[config.mk]
export PLATFORM = sky130hd
export DESIGN_NAME = line_termination_activation_fsm
export DESIGN_NICKNAME = d
export VERILOG_FILES = /design/src/rtl/lt_act_pkg.sv /design/src/rtl/line_sync.sv /design/src/rtl/line_termination_activation_fsm.sv
export SDC_FILE = /design/constraint.sdc
export NUM_CORES = 1
export LEC_CHECK = 0
export ABC_AREA = 0
export BUFFER_PORTS_ARGS = -buffer_cell sky130_fd_sc_hd__buf_2
export CAP_MARGIN = 20
export CORE_ASPECT_RATIO = 1.5
export CORE_MARGIN = 1.5
export CORE_UTILIZATION = 48
export CTS_BUF_LIST = sky130_fd_sc_hd__clkbuf_2 sky130_fd_sc_hd__clkbuf_4 sky130_fd_sc_hd__clkbuf_8
export CTS_CLUSTER_SIZE = 12
export DETAILED_ROUTE_END_ITERATION = 8
export PLACE_DENSITY = 0.75
export SLEW_MARGIN = 15
export SYNTH_ARGS = -nofsm -noshare
export SYNTH_HDL_FRONTEND = slang
export SYNTH_SLANG_ARGS = --single-unit
[constraint.sdc]
create_clock -name clock_i -period 2 [get_ports clock_i]
set_input_delay 0.4 -clock clock_i [delete_from_list [all_inputs] [get_ports clock_i]]
set_output_delay 0.4 -clock clock_i [all_outputs]
set_load 0.02 [all_outputs]
[src/rtl/lt_act_pkg.sv]
package lt_act_pkg;

  // ==========================================
  // states
  typedef enum logic [2:0] {
    lt_ready          = 3'h0,
    lt_training       = 3'h1,
    lt_section_active = 3'h2,
    lt_tref_synced    = 3'h3,
    lt_steady         = 3'h4,
    lt_pending_deact  = 3'h5
  } lt_state_t;

  // ==========================================
  // line transmit selection
  typedef enum logic [1:0] {
    tx_inactive = 2'h0,
    tx_training = 2'h1,
    tx_steady   = 2'h2
  } tx_mode_t;

  // ==========================================
  // events from the exchange side
  typedef struct packed {
    logic activate_req;
    logic deact_req;
    logic data_valid;
  } exch_req_t;

  // indications to the exchange side
  typedef struct packed {
    logic section_synced_ind;
    logic ready_for_data_ind;
    logic deact_ind;
    logic no_activity_ind;
    logic act_timeout_ind;
  } exch_ind_t;

  // ==========================================
  // timing
  localparam int unsigned clk_mhz = 200;
  localparam int unsigned act_nom_ms = 120;
  localparam int unsigned act_tol_ms = 10;
  localparam int unsigned deact_max_ms = 65;
  localparam longint unsigned act_limit_cyc =
    longint'(act_nom_ms + act_tol_ms) * 1000 * clk_mhz;
  localparam longint unsigned deact_max_cyc =
    longint'(deact_max_ms) * 1000 * clk_mhz;
  localparam int unsigned sync_stages = 3;

endpackage

[src/rtl/line_sync.sv]
`timescale 1ns/1ps
module line_sync #(
  parameter int unsigned width = 3
) (
  input wire logic clock_i,
  input wire logic rst_n_i,
  input wire logic [width-1:0] async_i,
  output logic [width-1:0] level_o
);

  // ==========================================
  // three stage sampling, change taken when stages two and three agree
  genvar g;
  generate
    for (g = 0; g < width; g++)
    begin : bit_g
      logic s1_ff;
      logic s2_ff;
      logic s3_ff;
      logic lvl_ff;
      wire agree = (s2_ff == s3_ff);
      always_ff @(posedge clock_i)
      begin
        if (!rst_n_i)
        begin
          s1_ff <= 1'b0;
          s2_ff <= 1'b0;
          s3_ff <= 1'b0;
          lvl_ff <= 1'b0;
        end
        else
        begin
          s1_ff <= async_i[g];
          s2_ff <= s1_ff;
          s3_ff <= s2_ff;
          lvl_ff <= agree ? s3_ff : lvl_ff;
        end
      end
      assign level_o[g] = lvl_ff;
    end
  endgenerate

endmodule

[src/rtl/line_termination_activation_fsm.sv]
// Function
// - six states; line silent in ready and pending, training, otherwise steady signal.
// - activate request in ready starts training; elsewhere not expected.
// - section sync in training indicates synced and enters section active.
// - remote ready in section active indicates ready for data, enters tref synced.
// - data valid in tref synced enters steady; not expected earlier.
// - sync loss or deactivation request in active states indicates deact, goes pending.
// - pending state returns to ready once line detect drops, indicating no activity.
// - unlisted events leave the state unchanged.
// - activation must finish within 120 ms plus 10 ms tolerance.
// - without external deactivation control, timer ends operation within 65 ms.
`timescale 1ns/1ps
module line_termination_activation_fsm #(
  parameter longint unsigned act_limit = lt_act_pkg::act_limit_cyc,
  parameter longint unsigned deact_limit = lt_act_pkg::deact_max_cyc
) (
  input wire logic clock_i,
  input wire logic rst_n_i,
  input wire lt_act_pkg::exch_req_t exch_req_i,
  input wire logic auto_deact_en_i,
  input wire logic section_sync_i,
  input wire logic remote_ready_info_i,
  input wire logic line_detect_i,
  output lt_act_pkg::exch_ind_t exch_ind_o,
  output lt_act_pkg::tx_mode_t tx_mode_o,
  output lt_act_pkg::lt_state_t state_o
);

  // ==========================================
  // pin synchronisation
  logic [2:0] pins_sync;

  line_sync #(
    .width(3)
  ) u_sync (
    .clock_i(clock_i),
    .rst_n_i(rst_n_i),
    .async_i({section_sync_i, remote_ready_info_i, line_detect_i}),
    .level_o(pins_sync)
  );

  wire in_sync = pins_sync[2];
  wire remote_ready = pins_sync[1];
  wire line_det = pins_sync[0];

  // ==========================================
  // events from the exchange side
  wire act_evt = exch_req_i.activate_req;
  wire stop_req = exch_req_i.deact_req;
  wire valid_evt = exch_req_i.data_valid;

  // ==========================================
  // timer limits, cut to counter width on purpose
  localparam logic [31:0] act_lim_c = 32'(act_limit);
  localparam logic [31:0] deact_lim_c = 32'(deact_limit);

  // ==========================================
  // state and timers
  lt_act_pkg::lt_state_t state_ff;
  lt_act_pkg::lt_state_t nxt_state;
  lt_act_pkg::exch_ind_t ind_ff;
  lt_act_pkg::exch_ind_t nxt_ind;
  lt_act_pkg::tx_mode_t tx_ff;
  lt_act_pkg::tx_mode_t nxt_tx;
  logic [31:0] act_cnt_ff;
  logic [31:0] loss_cnt_ff;

  // ==========================================
  // state decode
  wire st_training = (state_ff == lt_act_pkg::lt_training);
  wire st_sect = (state_ff == lt_act_pkg::lt_section_active);
  wire st_tref = (state_ff == lt_act_pkg::lt_tref_synced);
  wire st_steady = (state_ff == lt_act_pkg::lt_steady);
  wire st_pend = (state_ff == lt_act_pkg::lt_pending_deact);

  wire is_active = st_training || st_sect || st_tref || st_steady;
  wire is_act_phase = is_active && !st_steady;
  wire act_expired = is_act_phase && (act_cnt_ff >= act_lim_c);
  wire loss_expired = (loss_cnt_ff >= deact_lim_c);
  wire auto_stop = auto_deact_en_i && act_expired;
  // sync is only lost once it was gained, so training is left out
  wire past_training = is_active && !st_training;
  wire loss_pend = auto_deact_en_i && !in_sync && past_training;
  wire loss_now = !auto_deact_en_i && !in_sync && !st_training;
  wire loss_late = auto_deact_en_i && loss_expired;
  wire train_stop = stop_req || auto_stop;
  wire deact_evt = stop_req || loss_now || loss_late || auto_stop;

  // ==========================================
  // next state
  always_comb
  begin
    nxt_state = state_ff;
    case (state_ff)
      lt_act_pkg::lt_ready:
      begin
        if (act_evt)
        begin
          nxt_state = lt_act_pkg::lt_training;
        end
      end
      lt_act_pkg::lt_training:
      begin
        if (train_stop)
        begin
          nxt_state = lt_act_pkg::lt_pending_deact;
        end
        else if (in_sync)
        begin
          nxt_state = lt_act_pkg::lt_section_active;
        end
      end
      lt_act_pkg::lt_section_active, lt_act_pkg::lt_tref_synced, lt_act_pkg::lt_steady:
      begin
        if (deact_evt)
        begin
          nxt_state = lt_act_pkg::lt_pending_deact;
        end
        else if (st_sect && remote_ready)
        begin
          nxt_state = lt_act_pkg::lt_tref_synced;
        end
        else if (st_tref && valid_evt)
        begin
          nxt_state = lt_act_pkg::lt_steady;
        end
      end
      lt_act_pkg::lt_pending_deact:
      begin
        if (!line_det)
        begin
          nxt_state = lt_act_pkg::lt_ready;
        end
      end
      default:
      begin
        nxt_state = lt_act_pkg::lt_ready;
      end
    endcase
  end

  // ==========================================
  // indications, one cycle pulse on each transition except entry to training and entry to steady
  wire nxt_sect = (nxt_state == lt_act_pkg::lt_section_active);
  wire nxt_tref = (nxt_state == lt_act_pkg::lt_tref_synced);
  wire nxt_pend = (nxt_state == lt_act_pkg::lt_pending_deact);
  wire nxt_idle = (nxt_state == lt_act_pkg::lt_ready);
  wire to_synced = st_training && nxt_sect;
  wire to_ready_data = st_sect && nxt_tref;
  wire to_pending = !st_pend && nxt_pend;
  wire to_idle = st_pend && nxt_idle;
  wire to_timeout = to_pending && auto_stop;

  assign nxt_ind = '{
    section_synced_ind: to_synced,
    ready_for_data_ind: to_ready_data,
    deact_ind: to_pending,
    no_activity_ind: to_idle,
    act_timeout_ind: to_timeout
  };

  // ==========================================
  // line output selection
  always_comb
  begin
    case (nxt_state)
      lt_act_pkg::lt_training: nxt_tx = lt_act_pkg::tx_training;
      lt_act_pkg::lt_section_active,
      lt_act_pkg::lt_tref_synced,
      lt_act_pkg::lt_steady: nxt_tx = lt_act_pkg::tx_steady;
      default: nxt_tx = lt_act_pkg::tx_inactive;
    endcase
  end

  // ==========================================
  // registers
  always_ff @(posedge clock_i)
  begin
    if (!rst_n_i)
    begin
      state_ff <= lt_act_pkg::lt_ready;
      ind_ff <= '0;
      tx_ff <= lt_act_pkg::tx_inactive;
    end
    else
    begin
      state_ff <= nxt_state;
      ind_ff <= nxt_ind;
      tx_ff <= nxt_tx;
    end
  end

  // activation timer, runs from activate request until steady
  always_ff @(posedge clock_i)
  begin
    if (!rst_n_i || !is_act_phase)
    begin
      act_cnt_ff <= '0;
    end
    else if (!act_expired)
    begin
      act_cnt_ff <= act_cnt_ff + 32'h1;
    end
  end

  // sync loss timer
  always_ff @(posedge clock_i)
  begin
    if (!rst_n_i || !loss_pend)
    begin
      loss_cnt_ff <= '0;
    end
    else if (!loss_expired)
    begin
      loss_cnt_ff <= loss_cnt_ff + 32'h1;
    end
  end

  assign exch_ind_o = ind_ff;
  assign tx_mode_o = tx_ff;
  assign state_o = state_ff;

endmodule

Word-level counts from Yosys, hierarchy flattened
Index checks and enable logic that the tools add are counted.

$add $sub $neg: 2. Magnitude comparators: 2. Equal/unequal tests: 13. Muxes and demuxes: 9. Reduce and logical (&&, ||, !) cells: 37.

Operators with widths (number): $add A32 B1 Y32 const B (2); $ge A32 B24 Y1 const B (1); $ge A32 B25 Y1 const B (1); $mux W3 (7); $logic_and A1 B1 Y1 (16); $eq A3 B2 Y1 const B (4); $eq A3 B3 Y1 const B (4); $pmux W3 S4 (1); $logic_or A1 B1 Y1 (9); $logic_not A1 Y1 (8); $eq A3 B1 Y1 const B (2); $logic_not A3 Y1 (2); $reduce_or A3 Y1 (2); $pmux W2 S2 (1); $eq A1 B1 Y1 (3).

Flip-flop bits (word level): 86. Input bits: 9. Word-level logic and storage cells: 84.

Logic depth before layout (Yosys ltp)
Gate-level depths: netlist of run 1.

Word-level depth: 13. Depth in mapped cells: 9.

Modules after synthesis
A second synthesis of run 1 with hierarchy kept.

Cells, all modules: 425. Area, all modules: 3771.1 um^2.

By module, submodules not included: line_termination_activation_fsm (times used 1, cells an instance 391, area each 3380.7 um^2, sequential area each 1481.4 um^2); line_sync (times used 1, cells an instance 34, area each 390.4 um^2, sequential area each 240.2 um^2).

Worst setup path after synthesis of run 1
OpenSTA, ideal clock, no wires.

Path type: register -> register. From: register state_ff[2] (netlist: state_o[2]). To: register ind_ff (netlist bit exch_ind_o[2]). Library setup time: 117 ps. Data arrival time: 2030 ps. Required time: 1883 ps. Path slack: -146 ps. Stages on the path, launching flop included: 9. Path buffers: 1. Cells stage by stage: dfxtp_1 -> buf_2 -> nand2b_1 -> o311ai_0 -> o211ai_1 -> o21ai_0 -> a22o_1 -> a21oi_2 -> and4b_1.

Longest elaborated chain between the ends: 12. Elaborated cells between the ends (all ways): 33. Classes of those cells: eq/ne: 6; mux: 8; reduce/logical: 19.

RTL lines: from (decl) (line line_termination_activation_fsm.sv:59) `lt_act_pkg::lt_state_t state_ff;`; from (signal assigned) (line line_termination_activation_fsm.sv:181) `state_ff <= lt_act_pkg::lt_ready;`; from (signal assigned) (line line_termination_activation_fsm.sv:187) `state_ff <= nxt_state;`; $eq A3 B1 Y1 or $eq A3 B2 Y1 (tied branches) (line line_termination_activation_fsm.sv:70, line_termination_activation_fsm.sv:94, line_termination_activation_fsm.sv:71); $logic_or A1 B1 Y1 (3 in series) (line line_termination_activation_fsm.sv:76) `wire is_active = st_training || st_sect || st_tref || st_steady;`; $logic_and A1 B1 Y1 (line line_termination_activation_fsm.sv:77) `wire is_act_phase = is_active && !st_steady;`; $logic_and A1 B1 Y1 (line line_termination_activation_fsm.sv:78) `wire act_expired = is_act_phase && (act_cnt_ff >= act_lim_c);`; $logic_and A1 B1 Y1 (line line_termination_activation_fsm.sv:80) `wire auto_stop = auto_deact_en_i && act_expired;`; $logic_or A1 B1 Y1, on equally long branches (line line_termination_activation_fsm.sv:87, line_termination_activation_fsm.sv:86); $mux W3, on equally long branches (line line_termination_activation_fsm.sv:115, line_termination_activation_fsm.sv:104); $pmux W3 S4 (line line_termination_activation_fsm.sv:94) `case (state_ff)`; $eq A3 B3 Y1 (line line_termination_activation_fsm.sv:146) `wire nxt_pend = (nxt_state == lt_act_pkg::lt_pending_deact);`; $logic_and A1 B1 Y1 * (line line_termination_activation_fsm.sv:150) `wire to_pending = !st_pend && nxt_pend;`; to (signal assigned) (line line_termination_activation_fsm.sv:188) `ind_ff <= nxt_ind;`; to (decl) (line line_termination_activation_fsm.sv:61) `lt_act_pkg::exch_ind_t ind_ff;`.

Every way passes the cells marked *; elsewhere a longest branch is shown, timed or not. A chain may end at the register's enable or synchronous reset.

Worst setup path in the final report of run 1
From: register act_cnt_ff[30]. To: register act_cnt_ff[22].

Longest elaborated chain between the ends: 2.

RTL lines: from (decl) (line line_termination_activation_fsm.sv:65) `logic [31:0] act_cnt_ff;`; from (signal assigned) (line line_termination_activation_fsm.sv:202) `act_cnt_ff <= act_cnt_ff + 32'h1;`; $ge A32 B25 Y1 (line line_termination_activation_fsm.sv:78); $logic_and A1 B1 Y1 (line line_termination_activation_fsm.sv:78).

Every way passes these cells.

==> results.json, run 1 <==
{
  "fin_cells": 608,
  "io_buffers": 18,
  "root_buffer": "clkbuf_8",
  "crit_type": "register to register",
  "drt-total-wl_mm": 8.25,
  "diodes": 0,
  "seq_area_frac_synth_pct": 46.3,
  "slew_headroom_pct": 44.5,
  "yosysWarnings": 0,
  "grt_pass1_vias": 3130,
  "die_width_um": 74.9,
  "core_mm2": 0.00756,
  "ys_ff_latch": 86,
  "insertion_delay_ns": 0.37,
  "numClockSinks": 86,
  "grt_pass1_wl_mm": 13.3,
  "fin_nets": 514,
  "die_h_um": 111,
  "synth_nets": 433,
  "viasPerCell": 5.30,
  "status": "complete, but fails checks",
  "multi_input_area_mm2": 0.00215,
  "netlist_instances": 420,
  "setup_ws_ns": -0.0659,
  "gp_congestion": 0.862,
  "regArea_mm2": 0.00173,
  "synth_top_flop_cell": "dfxtp_1",
  "synth-xor-area-share_pct": 8.48,
  "failed_checks": "negative setup slack",
  "critPathMaxFanout": 3,
  "num_vias": 3225,
  "drive_gt1_share_pct": 29.6,
  "final_cell_mix": "dfxtp_1 (80), buf_4 (61), nor2_1 (51), nand2_1 (41), and2_1 (26)",
  "synth_top_family_by_area": "simple AND/OR/NAND/NOR gates",
  "grt_remaining_overflow": 0,
  "synthAdderAreaFrac_pct": 1.35,
  "grt_max_degree": 25,
  "syn_area_mm2": 0.00372,
  "cts-buffers-inserted": 9,
  "finalSetupTns_ns": -0.247,
  "cp.arrival_ns": 2.36,
  "setup_violations": 7,
  "grt_usage_pct": 20.7,
  "fp.dieArea_mm2": 0.00829,
  "vdd_drop_max_v": 0.000652,
  "rsz0062_at_grt": "yes",
  "synth_mux_area_share_pct": 0.269,
  "io_pins": 19,
  "clk_pin_slew_ns": 0.09,
  "dp.cells": 582,
  "h-tree-depth": 3,
  "fin_crit_ns": 2.07,
  "layout_commonest_cell": "dfxtp_1",
  "p_total_w": 0.00330,
  "async_reset_ff_share_pct": 0,
  "fillers": 596,
  "min_path_type": "primary input to register",
  "total_leakage_power_nw": 1.88,
  "skew_ns": 0.0106,
  "start_util_pct": 49.1,
  "rows": 39,
  "worstMarginPinSlew_ns": 0.833,
  "area.growth.synth_to_final_pct": 30.5,
  "syn_avg_cell_area_um2": 8.85,
  "slew_viol_final": 0,
  "synth_compound_area_share_pct": 10.9,
  "hold_viol": 0,
  "drt_pass1_iterations": 4,
  "drv_cap": 0,
  "finalCritPeriodShare_pct": 103,
  "synth_edf_count": 0,
  "final_util_pct": 64.1,
  "crit_path_start_kind": "register",
  "hpwl_mm": 5.57,
  "cellPowerDensity_mw_per_mm2": 681,
  "drcViolationCount": 0,
  "ant_nets": 0,
  "cts_hold_buf": 0,
  "max_freq_ghz": 0.484,
  "worstPathRequired_ns": 2.30,
  "cts_tree": "yes",
  "yosys.area_share.simple_pct": 30.1,
  "worstSetupEndpointType": "register",
  "detail_route.wl_per_cell_um": 13.6,
  "cts_buffer_depth": 2,
  "drt-initial-drc-count": 112,
  "synth_cell_types": 54,
  "antenna_found_initial": 0
}
[worst max-delay path: stages (launching register included)]
cell,delay (ns)
dfxtp_2,0.34
nor4_2,0.28
nand2_1,0.13
a31oi_4,0.17
a21boi_2,0.10
or4b_4,0.49
or3_1,0.38
a21oi_1,0.12
[registers in the layout, indices dropped and copies added, names as in the netlist]
name	flops
state_o	3
exch_ind_o	5
act_cnt_ff	32
tx_mode_o	2
u_sync.bit_g.s2_ff	3
u_sync.bit_g.lvl_ff	3
u_sync.bit_g.s3_ff	3
u_sync.bit_g.s1_ff	3
loss_cnt_ff	32
[final cells by class]
type                    count  share of cell area, %
clock buffers              11                   3.12
multi-input cells         310                   44.3
clock inverters             5                   1.34
flip-flops and latches     86                   35.6
repair buffers             82                   12.0
inverters                  12                  0.929
well taps                 102                   2.63
[metrics by stage]
step / worst slack (ns) / hold slack, ns / cell area (µm²)
2_1_floorplan: -0.0258 / 0.412 / 3720
3_3_place_gp: -0.0281 / 0.415 / 4300
3_5_place_dp: -0.0814 / 0.419 / 4300
4_1_cts: -0.0480 / 0.224 / 4650
5_1_grt: -0.169 / 0.219 / 4850
6_report: -0.0659 / 0.237 / 4850
[logic make-up after synthesis]
| group | after synthesis |
|---|---|
| AND/OR/NAND/NOR | 210 |
| flip-flops | 86 |
| AO/OA/AOI/OAI | 58 |
| XOR/XNOR | 36 |
| buffers and inverters | 25 |
| adder cells (fa/ha/maj) | 4 |
| multiplexers | 1 |
[worst paths after layout]
| path | start | to | slack, ns | cells after the start |
|---|---|---|---|---|
| worst min-delay path | section_sync_i | u_sync.bit_g[2].s1_ff | 0.24 | 2 |
| worst max register to register | act_cnt_ff[30] | act_cnt_ff[22] | -0.07 | 7 |
| worst max-delay path | act_cnt_ff[30] | act_cnt_ff[22] | -0.07 | 7 |
| worst min register to register | u_sync.bit_g[1].s1_ff | u_sync.bit_g[1].s2_ff | 0.44 | 1 |
[cells in the mapped netlist (5+ instances only)]
master	count	area, µm²
a31oi_1	5	31.3
nor3_1	16	80.1
inv_1	12	45.0
xnor2_1	23	201
o21ai_0	16	80.1
nand2_1	41	154
or4_1	5	37.5
a21oi_1	14	70.1
dfxtp_1	86	1720
and2_1	26	163
xor2_1	13	114
nor2_1	53	199
or3_1	6	37.5
and3_1	12	75.1
nand4_1	9	56.3
nand3_1	12	60.1
clkbuf_1	12	45.0
nor4_1	9	56.3
[metal layers]
layer | GRT usage, % | up-vias | share of wire (%)
li1 | - | 1627 | -
met1 | 20.9 | 1550 | 40
met2 | 36.9 | 31 | 55
met3 | 5.55 | 17 | 2.4
met4 | 10.7 | 0 | 2.3
met5 | 0 | - | 0
[repair_timing]
| item | in CTS | in global routing |
|---|---|---|
| pin swaps | 11 | 18 |
| setup endpoints to repair | 24 | 35 |
| cloned | 0 | 1 |
| resized for setup | 17 | 35 |
| buffers inserted | 3 | 6 |
[where the power goes]
part           internal (W)  switching, W  total, W
Clock              0.000658      0.000636   0.00129
Sequential          0.00173     0.0000138   0.00175
Combinational      0.000110      0.000153  0.000263
(Power assumes the default switching activity.)
==> run 2, diff against run 1 <==
--- a/config.mk
+++ b/config.mk
@@ -10,11 +10,11 @@
 export CAP_MARGIN = 20
 export CORE_ASPECT_RATIO = 1.5
 export CORE_MARGIN = 1.5
-export CORE_UTILIZATION = 48
+export CORE_UTILIZATION = 40
 export CTS_BUF_LIST = sky130_fd_sc_hd__clkbuf_2 sky130_fd_sc_hd__clkbuf_4 sky130_fd_sc_hd__clkbuf_8
 export CTS_CLUSTER_SIZE = 12
 export DETAILED_ROUTE_END_ITERATION = 8
-export PLACE_DENSITY = 0.75
+export PLACE_DENSITY = 0.66
 export SLEW_MARGIN = 15
 export SYNTH_ARGS = -nofsm -noshare
 export SYNTH_HDL_FRONTEND = slang
==> constraint.sdc (replaced) <==
create_clock -name clock_i -period 2 [get_ports clock_i]
set_input_delay 0 -clock clock_i [delete_from_list [all_inputs] [get_ports clock_i]]
set_output_delay 0 -clock clock_i [all_outputs]
set_load 0.02 [all_outputs]
==> results.json, run 2 (synthesized netlist as in run 1, its figures left out) <==
{
  "max_freq_ghz": 0.490,
  "grt_max_degree": 25,
  "drive_gt1_share_pct": 27.0,
  "grt_pass1_vias": 3128,
  "grt_usage_pct": 18.1,
  "hpwl_mm": 5.62,
  "hold_viol": 0,
  "place_ws_ns": -0.0965,
  "total_leakage_power_nw": 1.80,
  "final_area_mm2": 0.00483,
  "drt_pass1_iterations": 4,
  "numClockSinks": 86,
  "h-tree-depth": 3,
  "crit_type": "register to register",
  "whs_path_depth": 2,
  "die_width_um": 81.7,
  "cts_tree": "yes",
  "skew_ns": 0.0137,
  "clk_pin_slew_ns": 0.09,
  "cp_slowest_cell": "or4b_4",
  "ant_nets": 0,
  "final_cell_mix": "dfxtp_1 (81), buf_4 (58), nor2_1 (53), nand2_1 (40), and2_1 (26)",
  "finalCritPeriodShare_pct": 102,
  "setup_violations": 7,
  "num_vias": 3189,
  "final_util_pct": 54.0,
  "rows": 42,
  "slew_viol_final": 0,
  "io_pins": 19,
  "grt_pass1_wl_mm": 13.9,
  "insertion_delay_ns": 0.35,
  "start_util_pct": 41.6,
  "worstSetupEndpointType": "register",
  "fillers": 820,
  "die_h_um": 121,
  "regArea_mm2": 0.00173,
  "reg2reg_depth": 7,
  "antenna_found_initial": 0,
  "vdd_drop_max_v": 0.000755,
  "diodes": 0,
  "failed_checks": "negative setup slack",
  "viasPerCell": 5.20,
  "hold_ws_ns": 0.0343,
  "fin_crit_ns": 2.04,
  "fin_nets": 511,
  "slowest_delay_ns": 0.49,
  "critPathBufInv": 0,
  "cellPowerDensity_mw_per_mm2": 729,
  "drcViolationCount": 0,
  "detail_route.wl_per_cell_um": 13.5,
  "crit_family": "simple AND/OR/NAND/NOR gates",
  "cp.arrival_ns": 2.32,
  "area.growth.synth_to_final_pct": 29.8,
  "status": "complete, but fails checks",
  "multi_input_area_mm2": 0.00210,
  "finalSetupTns_ns": -0.169,
  "worstSetupPathDepth": 7,
  "worstMarginPinSlew_ns": 0.476,
  "cts-buffers-inserted": 9,
  "drt-initial-drc-count": 154,
  "core_mm2": 0.00893,
  "worstPathRequired_ns": 2.28,
  "worstPathCellList": "nor4_4 > nand2_1 > a31oi_4 > a21boi_2 > or4b_4 > or3_1 > a21oi_1",
  "grt_remaining_overflow": 0,
  "root_buffer": "clkbuf_8",
  "slew_headroom_pct": 68.0,
  "min_path_type": "primary input to register",
  "drv_cap": 0,
  "io_buffers": 18,
  "cts_buffer_depth": 2,
  "placed_area_mm2": 0.00430,
  "gp_congestion": 0.799,
  "layout_commonest_cell": "dfxtp_1",
  "drt-total-wl_mm": 8.26,
  "fp.dieArea_mm2": 0.00989,
  "setup_ws_ns": -0.0390,
  "crit_path_start_kind": "register",
  "critPathMaxFanout": 2,
  "rsz0062_at_grt": "yes"
}
[run 2: layout make-up]
cell class | count | share of cell area, %
Multi-Input combinational cell | 309 | 43.6
Sequential cell | 86 | 35.8
Timing Repair Buffer | 80 | 11.7
Clock buffer | 11 | 2.88
Tap cell | 110 | 2.85
Clock inverter | 5 | 2.20
Inverter | 12 | 0.933
[run 2: stage by stage]
stage | cells | total power (W)
after floorplan | 420 | 0.00193
after global placement | 588 | 0.00202
after CTS | 611 | 0.00353
after detailed placement | 588 | 0.00202
after global routing | 613 | 0.00366
final | 613 | 0.00352
[run 2: per-layer routing]
layer  global-route usage [%]  up-vias  share of wire (%)
li1                         -     1613                  -
met1                     20.5     1528                 43
met4                     6.99        0                1.8
met3                     3.83       13                2.3
met2                     32.3       35                 53
met5                        0        -                  0
[run 2: worst paths after layout]
check	start	end	slack, ns
worst max-delay path	act_cnt_ff[31]	act_cnt_ff[22]	-0.04
worst min register to register	u_sync.bit_g[2].s1_ff	u_sync.bit_g[2].s2_ff	0.44
worst min-delay path	rst_n_i	u_sync.bit_g[2].s2_ff	0.03
worst max register to register	act_cnt_ff[31]	act_cnt_ff[22]	-0.04
[run 2: what timing repair did]
item	CTS	global route
buffers inserted	4	2
gates resized for setup	15	25
pin swaps	14	25
endpoints found under the hold margin	3	0
hold buffers	3	0
endpoints found under the setup margin	14	42
[run 2: power breakdown]
group	leakage (nW)	switching, W	internal [W]
Clock	0.121	0.000630	0.000863
Sequential	0.698	0.0000115	0.00173
Combinational	0.985	0.000161	0.000120
==> run 3, diff against run 2 <==
--- a/config.mk
+++ b/config.mk
@@ -10,11 +10,11 @@
 export CAP_MARGIN = 20
 export CORE_ASPECT_RATIO = 1.5
 export CORE_MARGIN = 1.5
-export CORE_UTILIZATION = 40
+export CORE_UTILIZATION = 27
 export CTS_BUF_LIST = sky130_fd_sc_hd__clkbuf_2 sky130_fd_sc_hd__clkbuf_4 sky130_fd_sc_hd__clkbuf_8
 export CTS_CLUSTER_SIZE = 12
 export DETAILED_ROUTE_END_ITERATION = 8
-export PLACE_DENSITY = 0.66
+export PLACE_DENSITY = 0.51
 export SLEW_MARGIN = 15
 export SYNTH_ARGS = -nofsm -noshare
 export SYNTH_HDL_FRONTEND = slang
==> results.json, run 3 (synthesized netlist as in run 1, its figures left out) <==
{
  "core_mm2": 0.0135,
  "cp.arrival_ns": 2.29,
  "cp_slowest_cell": "or3_4",
  "placed_area_mm2": 0.00437,
  "layout_commonest_cell": "dfxtp_1",
  "drt_pass1_iterations": 6,
  "whs_path_depth": 3,
  "antenna_found_initial": 0,
  "total_leakage_power_nw": 1.88,
  "rows": 52,
  "finalSetupTns_ns": -0.0345,
  "io_buffers": 18,
  "insertion_delay_ns": 0.36,
  "final_area_mm2": 0.00502,
  "grt_pass1_vias": 3235,
  "grt_pass1_wl_mm": 14.9,
  "failed_checks": "design-rule violations, negative setup slack",
  "detail_route.wl_per_cell_um": 12.7,
  "reg2reg_depth": 7,
  "area.growth.synth_to_final_pct": 35.0,
  "rsz0062_at_grt": "yes",
  "gp_congestion": 0.797,
  "ant_nets": 0,
  "num_vias": 3183,
  "grt_max_degree": 25,
  "hold_viol": 0,
  "fin_crit_ns": 2.03,
  "h-tree-depth": 3,
  "start_util_pct": 27.6,
  "setup_violations": 2,
  "die_width_um": 98.8,
  "cellPowerDensity_mw_per_mm2": 656,
  "setup_ws_ns": -0.0329,
  "clk_pin_slew_ns": 0.09,
  "status": "complete, but fails checks",
  "drt-initial-drc-count": 86,
  "numClockSinks": 86,
  "fp.dieArea_mm2": 0.0145,
  "drv_cap": 0,
  "grt_remaining_overflow": 0,
  "slowest_delay_ns": 0.41,
  "die_h_um": 147,
  "drt-total-wl_mm": 8.60,
  "worstMarginPinSlew_ns": 0.456,
  "fin_nets": 521,
  "diodes": 0,
  "drcViolationCount": 1,
  "finalCritPeriodShare_pct": 102,
  "crit_path_start_kind": "register",
  "crit_type": "register to register",
  "worstPathRequired_ns": 2.26,
  "critPathMaxFanout": 5,
  "viasPerCell": 4.72,
  "grt_usage_pct": 12.6,
  "skew_ns": 0.00818,
  "drive_gt1_share_pct": 30.4,
  "hpwl_mm": 5.98,
  "min_path_type": "primary input to register",
  "io_pins": 19,
  "worstPathCellList": "or3_4 > a31oi_4 > o211a_4 > nand2_4 > a211o_1 > a21oi_4 > and4b_1",
  "slew_viol_final": 0,
  "cts-buffers-inserted": 9,
  "root_buffer": "clkbuf_8",
  "cts_tree": "yes",
  "cts_buffer_depth": 2,
  "worstSetupEndpointType": "register",
  "slew_headroom_pct": 69.6,
  "vdd_drop_max_v": 0.000287,
  "final_cell_mix": "dfxtp_1 (79), buf_4 (65), nor2_1 (52), nand2_1 (40), and2_1 (25)",
  "max_freq_ghz": 0.492
}
run 3: changes by cell type in the layout (fill, tap and decap cells not counted), sizes merged:
cell / before / now
clkinv: 0 / 1
buf: 77 / 87
inv: 13 / 12
clkinvlp: 1 / 3
bufinv: 3 / 1
run 3: layout make-up:
class	instances	area (µm²)
Fill cell	1359	8450
Multi-Input combinational cell	309	2180
Sequential cell	86	1730
Timing Repair Buffer	90	653
Tap cell	162	203
Clock buffer	11	151
Clock inverter	5	57.6
Inverter	12	45.0
run 3: final timing paths:
path,start,end,slack (ns)
max,loss_cnt_ff[20],exch_ind_o[2],-0.03
min reg2reg,u_sync.bit_g[1].s1_ff,u_sync.bit_g[1].s2_ff,0.44
min,exch_req_i[1],state_o[1],0.04
max reg2reg,loss_cnt_ff[20],exch_ind_o[2],-0.03
run 3: stage by stage:
stage / power (W) / hold WS [ns] / util, % / cells / worst slack [ns]
after global placement: 0.00202 / 0.211 / 32.4 / 641 / -0.0590
after floorplan: 0.00193 / 0.127 / - / 420 / -0.0258
after CTS: 0.00333 / 0.00317 / 35.0 / 661 / -0.0244
after global routing: 0.00345 / 0.0221 / 37.3 / 675 / -0.121
after detailed placement: 0.00203 / 0.211 / 32.4 / 641 / -0.0904
final: 0.00329 / 0.0375 / 37.3 / 675 / -0.0329
run 3: worst max-delay path: cells and delay by family (launching register included):
| family | cells | cell delay, ns |
|---|---|---|
| simple gates | 3 | 0.71 |
| flops | 1 | 0.33 |
| compound gates | 4 | 0.91 |
run 3: what timing repair did:
item                                   in CTS  in global routing
resized for setup                          19                 43
pin swaps                                  13                 26
hold buffers                                3                  0
cloned                                      0                  0
setup buffers                               1                 14
endpoints found under the hold margin       3                  0
setup endpoints to repair                  14                 43
run 3: power breakdown:
group | switching (W) | total (W) | internal [W]
Sequential | 0.0000158 | 0.00175 | 0.00173
Combinational | 0.000154 | 0.000271 | 0.000117
Clock | 0.000630 | 0.00127 | 0.000643
Total | 0.000799 | 0.00329 | 0.00249
run 3: per-layer routing:
metal | global-route usage, % | vias up | routed length [µm] | share of wire [%]
met5 | 0 | - | 0 | 0
li1 | - | 1630 | - | -
met2 | 22.5 | 27 | 4550 | 53
met3 | 3.43 | 11 | 255 | 3.0
met4 | 5.29 | 0 | 130 | 1.5
met1 | 14.0 | 1515 | 3660 | 43
